## src/design/supervisor_pkg.sv

```systemverilog
package supervisor_pkg;

  // time base
  localparam int unsigned CLK_HZ              = 10_000_000;
  localparam int unsigned CLK_PERIOD_NS       = 1_000_000_000 / CLK_HZ;

  // pushbutton to reset delay, typical figure
  localparam int unsigned PUSHBUTTON_DELAY_NS = 250;
  localparam int unsigned PUSHBUTTON_DELAY_CYC =
    (PUSHBUTTON_DELAY_NS + CLK_PERIOD_NS - 1) / CLK_PERIOD_NS;

  // least kick pulse width, rounded up
  localparam int unsigned KICK_MIN_WIDTH_US   = 1;
  localparam int unsigned KICK_MIN_WIDTH_CYC  =
    (KICK_MIN_WIDTH_US * 1000 + CLK_PERIOD_NS - 1) / CLK_PERIOD_NS;

  // gate settle time, a longest time so rounded down
  localparam int unsigned GATE_SETTLE_US      = 300;
  localparam int unsigned GATE_SETTLE_CYC     = (GATE_SETTLE_US * 1000) / CLK_PERIOD_NS;

  // factory options, plain defaults in cycles
  localparam int unsigned RESET_STRETCH_CYC   = 2000;
  localparam int unsigned STARTUP_DELAY_CYC   = 4000;
  localparam int unsigned KICK_TIMEOUT_CYC    = 3000;
  localparam int unsigned FAULT_PULSE_CYC     = 1000;

  // counter width shared by all timers
  localparam int unsigned CNT_W               = 32;

  // reset values
  localparam logic        RST_N_RESET         = 1'b0;
  localparam logic        FAULT_N_RESET       = 1'b1;

  typedef enum logic [1:0] {
    WD_IDLE    = 2'b00,
    WD_STARTUP = 2'b01,
    WD_WATCH   = 2'b10,
    WD_FAULT   = 2'b11
  } wd_state_t;

endpackage

```

## src/design/pin_sync.sv

```systemverilog
`timescale 1ns/100ps
`default_nettype none

// two-flop synchroniser for asynchronous pins
module pin_sync #(
  parameter logic RESET_VAL = 1'b1
) (
  // clock and reset
  input  wire logic i_ref_clk,
  input  wire logic i_rst_n,
  // pin in, synchronised level out
  input  wire logic i_pin,
  output var  logic o_level
);

  logic meta_reg;
  logic meta_next;
  logic level_next;

  // first flop feeds only the second one
  always_comb begin
    meta_next  = i_rst_n ? i_pin : RESET_VAL;
    level_next = i_rst_n ? meta_reg : RESET_VAL;
  end

  always_ff @(posedge i_ref_clk) begin
    meta_reg <= meta_next;
    o_level  <= level_next;
  end

endmodule

`default_nettype wire

```

## src/design/supply_supervisor_watchdog.sv

```systemverilog
`timescale 1ns/100ps
`default_nettype none

module supply_supervisor_watchdog #(
  parameter bit          HAS_GATE       = 1'b0,
  parameter int unsigned RESET_STRETCH  = supervisor_pkg::RESET_STRETCH_CYC,
  parameter int unsigned STARTUP_DELAY  = supervisor_pkg::STARTUP_DELAY_CYC,
  parameter int unsigned KICK_TIMEOUT   = supervisor_pkg::KICK_TIMEOUT_CYC,
  parameter int unsigned FAULT_WIDTH    = supervisor_pkg::FAULT_PULSE_CYC,
  parameter int unsigned GATE_SETTLE    = supervisor_pkg::GATE_SETTLE_CYC
) (
  // clock and reset
  input  wire logic i_ref_clk,
  input  wire logic i_rst_n,
  // supply comparator and pushbutton
  input  wire logic i_supply_low,
  input  wire logic i_pushbutton_reset_n,
  input  wire logic i_pushbutton_driven,
  // watchdog inputs
  input  wire logic i_kick_in,
  input  wire logic i_kick_floating,
  input  wire logic i_watchdog_gate,
  // open-drain system reset
  output var  logic o_sys_rst_out,
  output var  logic o_sys_rst_oe,
  output var  logic o_sys_rst_n,
  // open-drain fault pulse
  output var  logic o_fault_pulse_n_out,
  output var  logic o_fault_pulse_n_oe,
  output var  logic o_fault_pulse_n
);

  localparam int unsigned W = supervisor_pkg::CNT_W;

  function automatic logic [W-1:0] cnt_of(input int unsigned n);
    cnt_of = W'(n);
  endfunction

  // synchronised pin levels
  logic supply_low_s;
  logic pb_raw;
  logic pb_s;
  logic kick_s;
  logic float_s;
  logic gate_s;

  // undriven pushbutton reads high through the pull-up
  assign pb_raw = i_pushbutton_driven ? i_pushbutton_reset_n : 1'b1;

  pin_sync #(.RESET_VAL(1'b1)) u_sync_supply (.i_ref_clk(i_ref_clk), .i_rst_n(i_rst_n),
    .i_pin(i_supply_low), .o_level(supply_low_s));
  pin_sync #(.RESET_VAL(1'b1)) u_sync_pb (.i_ref_clk(i_ref_clk), .i_rst_n(i_rst_n),
    .i_pin(pb_raw), .o_level(pb_s));
  pin_sync #(.RESET_VAL(1'b1)) u_sync_kick (.i_ref_clk(i_ref_clk), .i_rst_n(i_rst_n),
    .i_pin(i_kick_in), .o_level(kick_s));
  pin_sync #(.RESET_VAL(1'b0)) u_sync_float (.i_ref_clk(i_ref_clk), .i_rst_n(i_rst_n),
    .i_pin(i_kick_floating), .o_level(float_s));
  pin_sync #(.RESET_VAL(1'b0)) u_sync_gate (.i_ref_clk(i_ref_clk), .i_rst_n(i_rst_n),
    .i_pin(i_watchdog_gate), .o_level(gate_s));

  // ---------------- reset generator ----------------
  logic [W-1:0] pb_delay_reg;
  logic [W-1:0] pb_delay_next;
  logic [W-1:0] stretch_reg;
  logic [W-1:0] stretch_next;
  logic         rst_n_reg;
  logic         rst_n_next;
  logic         cause;

  // pushbutton qualified after its delay, counted from the synchronised level so the sync flops add to it
  always_comb begin
    pb_delay_next = '0;
    if (!pb_s) begin
      pb_delay_next = pb_delay_reg;
      if (pb_delay_reg < cnt_of(supervisor_pkg::PUSHBUTTON_DELAY_CYC)) begin
        pb_delay_next = pb_delay_reg + 1'b1;
      end
    end
    cause = supply_low_s
         || (!pb_s && pb_delay_reg >= cnt_of(supervisor_pkg::PUSHBUTTON_DELAY_CYC));
    stretch_next = stretch_reg;
    rst_n_next   = rst_n_reg;
    if (cause) begin
      stretch_next = '0;
      rst_n_next   = 1'b0;
    end else if (!rst_n_reg) begin
      if (stretch_reg >= cnt_of(RESET_STRETCH) - 1'b1) begin
        rst_n_next = 1'b1;
      end else begin
        stretch_next = stretch_reg + 1'b1;
      end
    end
    if (!i_rst_n) begin
      pb_delay_next = '0;
      stretch_next  = '0;
      rst_n_next    = supervisor_pkg::RST_N_RESET;
    end
  end

  always_ff @(posedge i_ref_clk) begin
    pb_delay_reg <= pb_delay_next;
    stretch_reg  <= stretch_next;
    rst_n_reg    <= rst_n_next;
  end

  // ---------------- kick qualifier ----------------
  logic [W-1:0] low_w_reg;
  logic [W-1:0] low_w_next;
  logic [W-1:0] high_w_reg;
  logic [W-1:0] high_w_next;
  logic         kick_d_reg;
  logic         kick_d_next;
  logic         fall_ok_reg;
  logic         fall_ok_next;
  logic         kick_valid;

  // a falling edge counts once the low it starts has lasted 1 us, and the
  // high before it did too; narrower pulses are dropped as glitches
  always_comb begin
    kick_d_next  = kick_s;
    low_w_next   = kick_s ? '0 : low_w_reg + 1'b1;
    high_w_next  = kick_s ? high_w_reg + 1'b1 : '0;
    fall_ok_next = fall_ok_reg;
    kick_valid   = 1'b0;
    if (kick_d_reg && !kick_s) begin
      fall_ok_next = (high_w_reg >= cnt_of(supervisor_pkg::KICK_MIN_WIDTH_CYC));
    end
    if (!kick_s && fall_ok_reg
        && low_w_reg == cnt_of(supervisor_pkg::KICK_MIN_WIDTH_CYC) - 1'b1) begin
      kick_valid = 1'b1;
    end
    if (low_w_reg == '1) low_w_next = low_w_reg;
    if (high_w_reg == '1) high_w_next = high_w_reg;
    if (!i_rst_n) begin
      kick_d_next  = 1'b1;
      low_w_next   = '0;
      high_w_next  = '0;
      fall_ok_next = 1'b0;
    end
  end

  always_ff @(posedge i_ref_clk) begin
    kick_d_reg  <= kick_d_next;
    low_w_reg   <= low_w_next;
    high_w_reg  <= high_w_next;
    fall_ok_reg <= fall_ok_next;
  end

  // ---------------- watchdog ----------------
  supervisor_pkg::wd_state_t st_reg;
  supervisor_pkg::wd_state_t st_next;
  logic [W-1:0] wd_cnt_reg;
  logic [W-1:0] wd_cnt_next;
  logic [W-1:0] settle_reg;
  logic [W-1:0] settle_next;
  logic         fault_n_reg;
  logic         fault_n_next;
  logic         enabled;
  logic         armed;

  // enable source depends on the variant; in the gate variant the settle window after gate rise holds the WD_WATCH count at zero
  always_comb begin
    enabled = HAS_GATE ? gate_s : !float_s;
    settle_next = enabled ? settle_reg : '0;
    if (enabled && settle_reg < cnt_of(GATE_SETTLE)) begin
      settle_next = settle_reg + 1'b1;
    end
    armed = enabled && (!HAS_GATE || settle_reg >= cnt_of(GATE_SETTLE));
    // settle timer has a single writer, so its reset lives here too
    if (!i_rst_n) begin
      settle_next = '0;
    end
  end

  always_comb begin
    st_next      = st_reg;
    wd_cnt_next  = wd_cnt_reg;
    fault_n_next = 1'b1;
    unique case (st_reg)
      supervisor_pkg::WD_IDLE: begin
        wd_cnt_next = '0;
        if (rst_n_reg) st_next = supervisor_pkg::WD_STARTUP;
      end
      supervisor_pkg::WD_STARTUP: begin
        // kicks ignored here; host should already be toggling
        wd_cnt_next = wd_cnt_reg + 1'b1;
        if (wd_cnt_reg >= cnt_of(STARTUP_DELAY) - 1'b1) begin
          wd_cnt_next = '0;
          st_next     = supervisor_pkg::WD_WATCH;
        end
      end
      supervisor_pkg::WD_WATCH: begin
        if (!armed) begin
          wd_cnt_next = '0;
        end else if (kick_valid) begin
          wd_cnt_next = '0;
        end else if (wd_cnt_reg >= cnt_of(KICK_TIMEOUT) - 1'b1) begin
          wd_cnt_next  = '0;
          fault_n_next = 1'b0;
          st_next      = supervisor_pkg::WD_FAULT;
        end else begin
          wd_cnt_next = wd_cnt_reg + 1'b1;
        end
      end
      supervisor_pkg::WD_FAULT: begin
        // kicks ignored while the pulse is out
        fault_n_next = 1'b0;
        wd_cnt_next  = wd_cnt_reg + 1'b1;
        if (wd_cnt_reg >= cnt_of(FAULT_WIDTH) - 1'b1) begin
          fault_n_next = 1'b1;
          wd_cnt_next  = '0;
          st_next      = supervisor_pkg::WD_WATCH;
        end
      end
    endcase
    // system reset drops the state to WD_IDLE, the count and any fault pulse; kicks are ignored while it is held
    if (!rst_n_reg) begin
      st_next      = supervisor_pkg::WD_IDLE;
      wd_cnt_next  = '0;
      fault_n_next = 1'b1;
    end
    if (!i_rst_n) begin
      st_next      = supervisor_pkg::WD_IDLE;
      wd_cnt_next  = '0;
      fault_n_next = supervisor_pkg::FAULT_N_RESET;
    end
  end

  always_ff @(posedge i_ref_clk) begin
    st_reg      <= st_next;
    wd_cnt_reg  <= wd_cnt_next;
    settle_reg  <= settle_next;
    fault_n_reg <= fault_n_next;
  end

  // open-drain pins: only ever pull low
  always_comb begin
    o_sys_rst_n         = rst_n_reg;
    o_sys_rst_out       = 1'b0;
    o_sys_rst_oe        = !rst_n_reg;
    o_fault_pulse_n     = fault_n_reg;
    o_fault_pulse_n_out = 1'b0;
    o_fault_pulse_n_oe  = !fault_n_reg;
  end

endmodule

`default_nettype wire

```

## config.mk

```make
export PLATFORM = sky130hd
export DESIGN_NAME = supply_supervisor_watchdog
export DESIGN_NICKNAME = d
export VERILOG_FILES = /design/src/design/supervisor_pkg.sv /design/src/design/pin_sync.sv /design/src/design/supply_supervisor_watchdog.sv
export SDC_FILE = /design/constraint.sdc
export NUM_CORES = 1
export LEC_CHECK = 0
export ABC_CLOCK_PERIOD_IN_PS = 2150
export BUFFER_PORTS_ARGS = -buffer_cell sky130_fd_sc_hd__buf_4
export CAP_MARGIN = 5
export CORE_ASPECT_RATIO = 0.8
export CORE_MARGIN = 1.5
export CORE_UTILIZATION = 35
export CTS_CLUSTER_DIAMETER = 100
export CTS_CLUSTER_SIZE = 16
export DETAILED_ROUTE_END_ITERATION = 12
export GPL_TIMING_DRIVEN = 0
export PLACE_DENSITY = 0.59
export RECOVER_POWER = 25
export SETUP_SLACK_MARGIN = 0.4
export SLEW_MARGIN = 30
export SYNTH_ARGS = -nofsm -noshare
export SYNTH_HDL_FRONTEND = slang
export SYNTH_SLANG_ARGS = --single-unit
export TNS_END_PERCENT = 1
```

## constraint.sdc

```tcl
create_clock -name i_ref_clk -period 2.15 [get_ports i_ref_clk]
set_input_delay 0.1075 -clock i_ref_clk [delete_from_list [all_inputs] [get_ports i_ref_clk]]
set_output_delay 0.1075 -clock i_ref_clk [all_outputs]
set_load 0.05 [all_outputs]
```

==> flow_summary.yaml, run 1 <==
run_status:
  status: "finished, final reports clean"
die:
  ios: 14
  die-width_um: 163
  die_area_um2: 21400
  core_um2: 20000
  row_count: 46
  die_y_um: 131
  start_util_pct: 36.0
sta:
  post-route-min-period_ns: 2.10
  fin_crit_sh_pct: 97.5
  setup_violations: 0
  finalSetupTns_ns: 0
  skew_ns: 0.0155
  hold_viol_final: 0
  drv_slew: 0
  grt_setup_unrepaired: "true"
  tightest_slew_ns: 0.851
  slew_headroom_pct: 42.9
  fmax_mhz: 477
synth:
  yosys.area.top_type: "dfxtp_1"
  async_flop_share_pct: 0
  synth_ff_type: "dfxtp_1"
  syn_area_per_cell_um2: 9.15
  syn_inst: 786
  syn_area_um2: 7190
  synthTopCellsByArea: "dfxtp_1, and2_1, a21oi_1"
  yosysSeqAreaShare_pct: 48.5
  synth.top_cell.area_share_pct: 48.5
  yosysWarningCount: 0
  synth_edf_count: 0
  yosysUniqueCellTypes: 57
  ys_ff_latch: 174
route:
  ant_nets: 0
  routed_via_density: 5.08
  wirelength_mm: 15.7
  drc: 0
  firstDrtPassIters: 5
  vias: 5825
  drt_iter0_markers: 433
  wl_per_cell_um: 13.7
worst_setup_path:
  cp.depth: 7
  regToRegEndpoint: "low_w_reg[31]"
  critPathTopFamily: "simple AND/OR/NAND/NOR gates"
  cp.arrival_ns: 2.46
  start_kind: "register"
  path_cells: "buf_6 > nand4_1 > buf_4 > or4_4 > or4_1 > a21oi_2 > o21a_1"
  cp_num_buf_inv: 2
  crit-reg2reg-launch: "low_w_reg[20]"
  worstPathRequired_ns: 2.51
  ff2ff_path_depth: 7
  slowest_delay_ns: 0.54
  worst-setup-path-type: "register to register"
  crit_slowest_cell: "or4_4"
  rrSetupSlack_ns: 0.05
  cp_max_fo: 6
  endpoint_kind: "register"
clock_tree:
  cts_sinks: 174
  cts_htree_levels: 4
  tritoncts: "yes"
  insertion_delay_ns: 0.43
  root_buffer: "clkbuf_16"
  clkTransAtPathRegs_ns: 0.07
  max-clock-path-buffers: 2
  cts_inserted_buffers: 17
hold_path:
  min_from: "i_rst_n"
  min_path_type: "primary input to register"
  hold_depth: 2
  hold_end: "kick_d_reg"
flow_run:
  cap_violations: 0
grt:
  grt_max_degree: 20
  grt_overflow: 0
  grt_pass1_vias: 5335
  grt_first_pass_wirelength_mm: 26.4
  track_usage_pct: 15.2
  antenna_found_initial: 0
placed_design:
  gp_congestion: 0.796
  portBuffers: 9
  place_inst: 1080
  placed_area_um2: 7680
  hpwl_mm: 10.2
power:
  peakVddDrop_mv: 0.462
  total_power_mw: 6.43
  powerDensity_nw_per_um2: 719
  power.leakage_nw: 3.09
final_layout:
  final_nets: 885
  utilization_pct: 44.8
  syn_to_final_growth_pct: 24.4
  fin_area_um2: 8940
  drive_above_1_share_pct: 18.9
  insertedDiodeCount: 0
  finalNonFillerCells: 1147
## layout by cell type (no fill, tap or decap), types with 17 or more instances in the layout
master       n
and2_1      44
o31ai_1     23
o21ai_0     22
dfxtp_2     20
nor4_1      32
clkbuf_1    17
or3_1       19
nand3_1     30
and2_0      18
nand2_1     40
nor2_1      50
or4_1       22
a21oi_1     45
clkbuf_16   17
conb_1      22
nand4_1     27
xnor2_1     22
dfxtp_1    148
buf_4       36
## timing repair
action / in CTS / in global routing
hold buffers: 5 / 0
cloned: 3 / 1
resized for setup: 80 / 49
endpoints found under the setup margin: 109 / 113
pin swaps: 10 / 13
setup buffers: 13 / 13
endpoints found under the hold margin: 4 / 0
## Yosys cell counts, types with 2 or more instances
| cell | instances |
|---|---|
| o31ai_1 | 23 |
| o21ai_0 | 23 |
| and3_1 | 12 |
| nor4_1 | 37 |
| xnor2_1 | 22 |
| o211ai_1 | 2 |
| nand4b_1 | 4 |
| clkbuf_1 | 24 |
| nand3b_1 | 2 |
| nand2_1 | 42 |
| a2111oi_0 | 2 |
| ha_1 | 7 |
| or2_2 | 3 |
| and4_1 | 13 |
| and2_1 | 62 |
| or4_1 | 25 |
| a21oi_1 | 53 |
| nand3_1 | 33 |
| nor2_1 | 51 |
| xor2_1 | 10 |
| inv_1 | 14 |
| nor3_2 | 2 |
| a21boi_0 | 4 |
| o21ai_1 | 2 |
| a211oi_1 | 9 |
| mux2i_1 | 4 |
| clkbuf_2 | 3 |
| o21a_1 | 6 |
| a31oi_1 | 7 |
| nor3_1 | 14 |
| buf_2 | 10 |
| nand4_1 | 27 |
| dfxtp_1 | 174 |
| nor3b_1 | 2 |
| buf_4 | 3 |
| nand2b_1 | 7 |
| nor2b_1 | 4 |
| nor4b_1 | 4 |
| o22ai_1 | 2 |
| or3_1 | 21 |
## routing by layer
metal / global-route usage, % / vias to the layer above / part of all wire, %
met2: 21.6 / 84 / 42
met4: 4.74 / 0 / 0.71
met3: 3.69 / 12 / 3.5
met1: 22.3 / 2673 / 53
met5: 0 / - / 0
li1: - / 3056 / -
## cell type report
type | instances | area (µm²)
fill | 1893 | 11000
multi-input combinational | 578 | 3800
sequential | 174 | 3530
clock buffer | 18 | 439
timing repair buffer | 44 | 345
tap | 264 | 330
buffer | 41 | 283
clock inverter | 14 | 160
inverter | 14 | 52.6
## cell families (layout without fill, tap and decap cells)
group | Yosys count | in the layout | share of synthesized area [%]
muxes | 4 | 4 | 0.557
adders and majority gates | 7 | 7 | 1.22
and+or+nand+nor | 371 | 371 | 30.3
other | 1 | 22 | 0.0522
DFF | 174 | 174 | 48.5
xor gates and xnor gates | 32 | 32 | 3.90
buffers and inverters | 55 | 131 | 3.25
AOI/OAI and AO/OA | 142 | 142 | 12.3
## power breakdown
group / internal (mW) / switching [mW] / total [mW]
Combinational: 0.0478 / 0.0750 / 0.123
Sequential: 3.25 / 0.0148 / 3.26
Clock: 1.59 / 1.45 / 3.04
Total: 4.89 / 1.54 / 6.43
## stage by stage
step | setup slack (ns) | hold WS, ns
finish | 0.0544 | 0.224
global route | -0.0123 | 0.264
CTS | 0.103 | 0.174
detailed placement | -0.364 | 0.311
global placement | -0.392 | 0.308
floorplan | 0.182 | 0.191
## worst max path at each step
stage	startpoint	end	slack, ns
floorplan	o_sys_rst_n	stretch_reg[7]	0.18
global placement	low_w_reg[0]	low_w_reg[26]	-0.39
detailed placement	low_w_reg[0]	low_w_reg[11]	-0.36
CTS	wd_cnt_reg[12]	wd_cnt_reg[11]	0.10
global route	low_w_reg[10]	low_w_reg[11]	-0.01
finish	low_w_reg[20]	low_w_reg[31]	0.05
No activity file was read; power rests on OpenSTA's default activity.
==> inputs of run 2 (changes only) <==
--- a/config.mk
+++ b/config.mk
@@ -5,6 +5,7 @@
 export SDC_FILE = /design/constraint.sdc
 export NUM_CORES = 1
 export LEC_CHECK = 0
+export ABC_AREA = 1
 export ABC_CLOCK_PERIOD_IN_PS = 2150
 export BUFFER_PORTS_ARGS = -buffer_cell sky130_fd_sc_hd__buf_4
 export CAP_MARGIN = 5
==> run 2 against run 1 <==
Effect of this change: clock skew down 0.0042 ns; fmax is 15% higher; highest routed layer unchanged; hold slack improved by 0.16 ns; wire length increased by 17%; design area up 4.4%; combinational power increased by 9%; final cell count rose by 30%; via count rose by 20%; register-to-register slack improved by 0.37 ns.
==> flow_summary.yaml, run 2 <==
sta:
  post-route-min-period_ns: 1.83
  slew_headroom_pct: 55.0
  fmax_mhz: 547
  fin_crit_sh_pct: 85.1
  grt_setup_unrepaired: "true"
  drv_slew: 0
  holdWs_ns: 0.381
  hold_viol_final: 0
  layout_setup_ws_ns: 0.321
  tightest_slew_ns: 0.675
  setup_violations: 0
  skew_ns: 0.0113
  finalSetupTns_ns: 0
synth:
  post-synth-top-count-cell: "nand2_1"
  yosys.area.top_type: "dfxtp_1"
  yosysSeqAreaShare_pct: 44.7
  ys_ff_latch: 174
  async_flop_share_pct: 0
  yosysUniqueCellTypes: 41
  synthTopCellsByArea: "dfxtp_1, nand2_1, nor2_1"
  synth_commonest_cells: "nand2_1, nor2_1, dfxtp_1"
  syn_area_per_cell_um2: 7.06
  yosysWarningCount: 0
  syn_inst: 1104
  syn_area_um2: 7790
  synth_ff_type: "dfxtp_1"
  synth_edf_count: 0
  synth.top_cell.area_share_pct: 44.7
die:
  die_y_um: 136
  row_count: 48
  die-width_um: 170
  core_um2: 21700
  die_area_um2: 23200
  start_util_pct: 36.0
  ios: 14
worst_setup_path:
  path_common_cell: "dlygate4sd3_1"
  cp.depth: 7
  path_cells: "dlygate4sd3_1 > buf_4 > clkinvlp_2 > clkbuf_1 > nor2_1 > nand2_1 > dlygate4sd3_1"
  slowest_delay_ns: 0.54
  cp.arrival_ns: 2.15
  worst-setup-path-type: "primary input to register"
  critPathTopFamily: "buffers and inverters"
  crit_slowest_cell: "dlygate4sd3_1"
  endpoint_kind: "register"
  worstPathRequired_ns: 2.47
  ff2ff_path_depth: 7
  start_kind: "primary input"
  cp_num_buf_inv: 5
  cp_max_fo: 10
clock_tree:
  cts_sinks: 174
  max-clock-path-buffers: 2
  clkTransAtPathRegs_ns: 0.07
  root_buffer: "clkbuf_16"
  cts_htree_levels: 4
  tritoncts: "yes"
  cts_inserted_buffers: 17
  insertion_delay_ns: 0.43
final_layout:
  final_cell_mix: "nand2_1, nor2_1, dfxtp_1, inv_1, nand3_1"
  fin_area_um2: 9330
  final_nets: 1188
  utilization_pct: 43.1
  final_common_cell: "nand2_1"
  syn_to_final_growth_pct: 19.7
  finalNonFillerCells: 1486
  drive_above_1_share_pct: 12.1
  insertedDiodeCount: 0
placed_design:
  gp_congestion: 0.924
  place_inst: 1435
  hpwl_mm: 13.2
  portBuffers: 10
  placed_area_um2: 8330
  post-place-ws_ns: 0.0132
power:
  powerDensity_nw_per_um2: 711
  peakVddDrop_mv: 0.480
  total_power_mw: 6.64
  power.leakage_nw: 3.49
route:
  ant_nets: 0
  routed_via_density: 4.70
  wl_per_cell_um: 12.3
  firstDrtPassIters: 5
  vias: 6986
  drt_iter0_markers: 463
  drc: 0
  wirelength_mm: 18.3
grt:
  grt_overflow: 0
  grt_first_pass_wirelength_mm: 30.4
  track_usage_pct: 16.5
  grt_max_degree: 17
  grt_pass1_vias: 6290
  antenna_found_initial: 0
run_status:
  status: "finished, final reports clean"
flow_run:
  cap_violations: 0
hold_path:
  min_path_type: "primary input to register"
  hold_depth: 4
run 2: cell count changes after synthesis, moves of 25 or more:
cell	previous run	this run
nand3_1	33	108
nand2_1	42	220
nor2_1	51	192
and2_1	62	1
or4_1	25	0
nor4_1	37	11
inv_1	14	139
run 2: per-layer routing:
| layer | global-route usage, % | vias up | routed length [µm] |
|---|---|---|---|
| met3 | 3.35 | 22 | 1310 |
| met1 | 24.0 | 3121 | 9390 |
| li1 | - | 3642 | - |
| met5 | 0 | - | 0 |
| met4 | 4.23 | 0 | 254 |
| met2 | 24.7 | 201 | 7390 |
run 2: power by group:
part	total [mW]	internal, mW	switching [mW]
clock	3.23	1.87	1.36
combinational	0.134	0.0462	0.0875
sequential	3.27	3.26	0.0181
run 2: repair_timing:
action | CTS | global route
hold buffers | 7 | 0
setup buffers | 5 | 6
gates resized for setup | 19 | 55
endpoints found under the setup margin | 100 | 112
hold endpoints to repair | 7 | 0
pin swaps | 3 | 8
gates cloned | 0 | 1
run 2: worst paths after layout:
path | startpoint | endpoint | slack [ns]
setup / recovery | i_rst_n | u_sync_pb.meta_reg | 0.32
hold / removal | i_pushbutton_reset_n | u_sync_pb.meta_reg | 0.38
setup reg to reg | high_w_reg[2] | high_w_reg[15] | 0.42
hold reg to reg | wd_cnt_reg[0] | wd_cnt_reg[0] | 0.42
run 2: logic make-up (layout without fill, tap and decap cells):
| logic type | Yosys count | in the layout | share of synthesized area (%) |
|---|---|---|---|
| buf+inv | 172 | 233 | 8.72 |
| simple gates | 628 | 628 | 36.1 |
| compound gates | 102 | 102 | 7.06 |
| fa+ha+maj | 7 | 7 | 1.12 |
| xor+xnor | 20 | 20 | 2.25 |
| flops | 174 | 174 | 44.7 |
| other cells | 1 | 22 | 0.0481 |
run 2: worst min-delay path: stages:
cell and delay (ns):
buf_4 0.08, nor2_1 0.03, nand2_1 0.04, dlygate4sd3_1 0.52
run 2: cell type report:
cell class / instances / area, µm²
Buffer: 26 / 158
Clock buffer: 19 / 433
Clock inverter: 13 / 180
Fill cell: 2214 / 12300
Inverter: 146 / 554
Multi-Input combinational cell: 779 / 3890
Sequential cell: 174 / 3500
Tap cell: 300 / 375
Timing Repair Buffer: 29 / 244
==> inputs of run 3 (changes only) <==
--- a/config.mk
+++ b/config.mk
@@ -15,7 +15,6 @@
 export CTS_CLUSTER_DIAMETER = 100
 export CTS_CLUSTER_SIZE = 16
 export DETAILED_ROUTE_END_ITERATION = 12
-export GPL_TIMING_DRIVEN = 0
 export PLACE_DENSITY = 0.59
 export RECOVER_POWER = 25
 export SETUP_SLACK_MARGIN = 0.4
==> run 3 against run 2 <==
Effect of this change: non-clock buffer count fell by 8; flip-flop and latch count did not move; critical path depth fell by 1; register-to-register slack got worse by 0.04 ns.
==> flow_summary.yaml, run 3 (synthesis results as in run 2) <==
clock_tree:
  cts_sinks: 174
  insertion_delay_ns: 0.43
  tritoncts: "yes"
  clkTransAtPathRegs_ns: 0.07
  cts_htree_levels: 4
  root_buffer: "clkbuf_16"
  cts_inserted_buffers: 17
  max-clock-path-buffers: 2
worst_setup_path:
  critPathTopFamily: "simple AND/OR/NAND/NOR gates"
  rrSetupSlack_ns: 0.38
  ff2ff_path_depth: 6
  crit_end: "fall_ok_reg"
  regToRegEndpoint: "fall_ok_reg"
  worst-setup-path-type: "register to register"
  startpoint: "u_sync_kick.o_level"
  cp.arrival_ns: 2.09
  cp_num_buf_inv: 2
  cp_max_fo: 10
  start_kind: "register"
  crit_slowest_cell: "clkbuf_1"
  slowest_delay_ns: 0.39
  worstPathRequired_ns: 2.47
  endpoint_kind: "register"
  cp.depth: 6
  path_cells: "inv_1 > clkbuf_1 > nand2_1 > nor4_1 > nand4_1 > o21a_1"
  crit-reg2reg-launch: "u_sync_kick.o_level"
sta:
  drv_slew: 0
  fin_crit_sh_pct: 82.4
  grt_setup_unrepaired: "true"
  hold_viol_final: 0
  fmax_mhz: 564
  tightest_slew_ns: 0.895
  setup_violations: 0
  finalSetupTns_ns: 0
  slew_headroom_pct: 40.3
  layout_setup_ws_ns: 0.378
  holdWs_ns: 0.392
  skew_ns: 0.0157
  post-route-min-period_ns: 1.77
final_layout:
  insertedDiodeCount: 0
  syn_to_final_growth_pct: 19.0
  final_common_cell: "nand2_1"
  final_nets: 1181
  final_cell_mix: "nand2_1, nor2_1, dfxtp_1, inv_1, nand3_1"
  finalNonFillerCells: 1479
  utilization_pct: 42.8
  fin_area_um2: 9270
  drive_above_1_share_pct: 12.7
hold_path:
  min_path_type: "primary input to register"
die:
  start_util_pct: 36.0
  die_area_um2: 23200
  ios: 14
  core_um2: 21700
  die_y_um: 136
  die-width_um: 170
  row_count: 48
flow_run:
  cap_violations: 0
route:
  firstDrtPassIters: 5
  wirelength_mm: 17.3
  vias: 6812
  routed_via_density: 4.61
  ant_nets: 0
  drt_iter0_markers: 587
  wl_per_cell_um: 11.7
  drc: 0
grt:
  grt_first_pass_wirelength_mm: 28.8
  track_usage_pct: 15.5
  grt_max_degree: 34
  grt_pass1_vias: 5942
  grt_overflow: 0
  antenna_found_initial: 0
power:
  peakVddDrop_mv: 0.431
  power.leakage_nw: 3.45
  total_power_mw: 6.50
  powerDensity_nw_per_um2: 701
placed_design:
  gp_congestion: 0.926
  post-place-ws_ns: 0.161
  portBuffers: 10
  placed_area_um2: 8370
  place_inst: 1432
  hpwl_mm: 12.3
run_status:
  status: "finished, final reports clean"
run 3: cell count changes in the layout (fill, tap and decap cells not counted), sizes merged:
cell	change
inv	+2
clkinv	+2
buf	+2
clkinvlp	+2
clkbuf	-12
bufinv	-3
run 3: worst min path at each step:
stage | startpoint | end | slack [ns] | cells past startpoint
final | i_pushbutton_reset_n | u_sync_pb.meta_reg | 0.39 | 4
after global routing | i_kick_in | u_sync_kick.meta_reg | 0.40 | 3
after CTS | i_pushbutton_reset_n | u_sync_pb.meta_reg | 0.36 | 4
after detailed placement | i_pushbutton_driven | u_sync_pb.meta_reg | 0.28 | 2
after global placement | i_pushbutton_driven | u_sync_pb.meta_reg | 0.28 | 2
after floorplan | i_pushbutton_driven | u_sync_pb.meta_reg | 0.18 | 1
run 3: worst min-delay path, stage by stage:
cell	delay (ns)
buf_4	0.08
nor2_1	0.03
nand2_1	0.04
dlygate4sd3_1	0.53
run 3: routing by layer:
metal  global-route usage (%)  part of all wire (%)
met4                     4.42                  0.67
met3                     3.17                   4.3
met1                     23.0                    53
met2                     22.4                    42
met5                        0                     0
run 3: power breakdown:
part / leakage (nW) / switching, mW / total [mW] / internal [mW]
sequential: 1.42 / 0.0118 / 3.27 / 3.25
combinational: 1.74 / 0.0880 / 0.137 / 0.0487
clock: 0.294 / 1.51 / 3.10 / 1.58
run 3: final cells by class:
type,instances,area [µm²]
clock inverter,15,183
fill,2223,12400
tap,300,375
sequential,174,3500
inverter,146,558
clock buffer,17,425
timing repair inverter,1,7.51
multi-input combinational,779,3850
timing repair buffer,47,374
run 3: timing repair:
| item | CTS | global route |
|---|---|---|
| endpoints found under the setup margin | 67 | 108 |
| pin swaps | 1 | 4 |
| hold buffers | 7 | 0 |
| gates cloned | 0 | 1 |
| gates resized for setup | 3 | 52 |
| setup buffers | 0 | 7 |
| hold endpoints to repair | 6 | 0 |
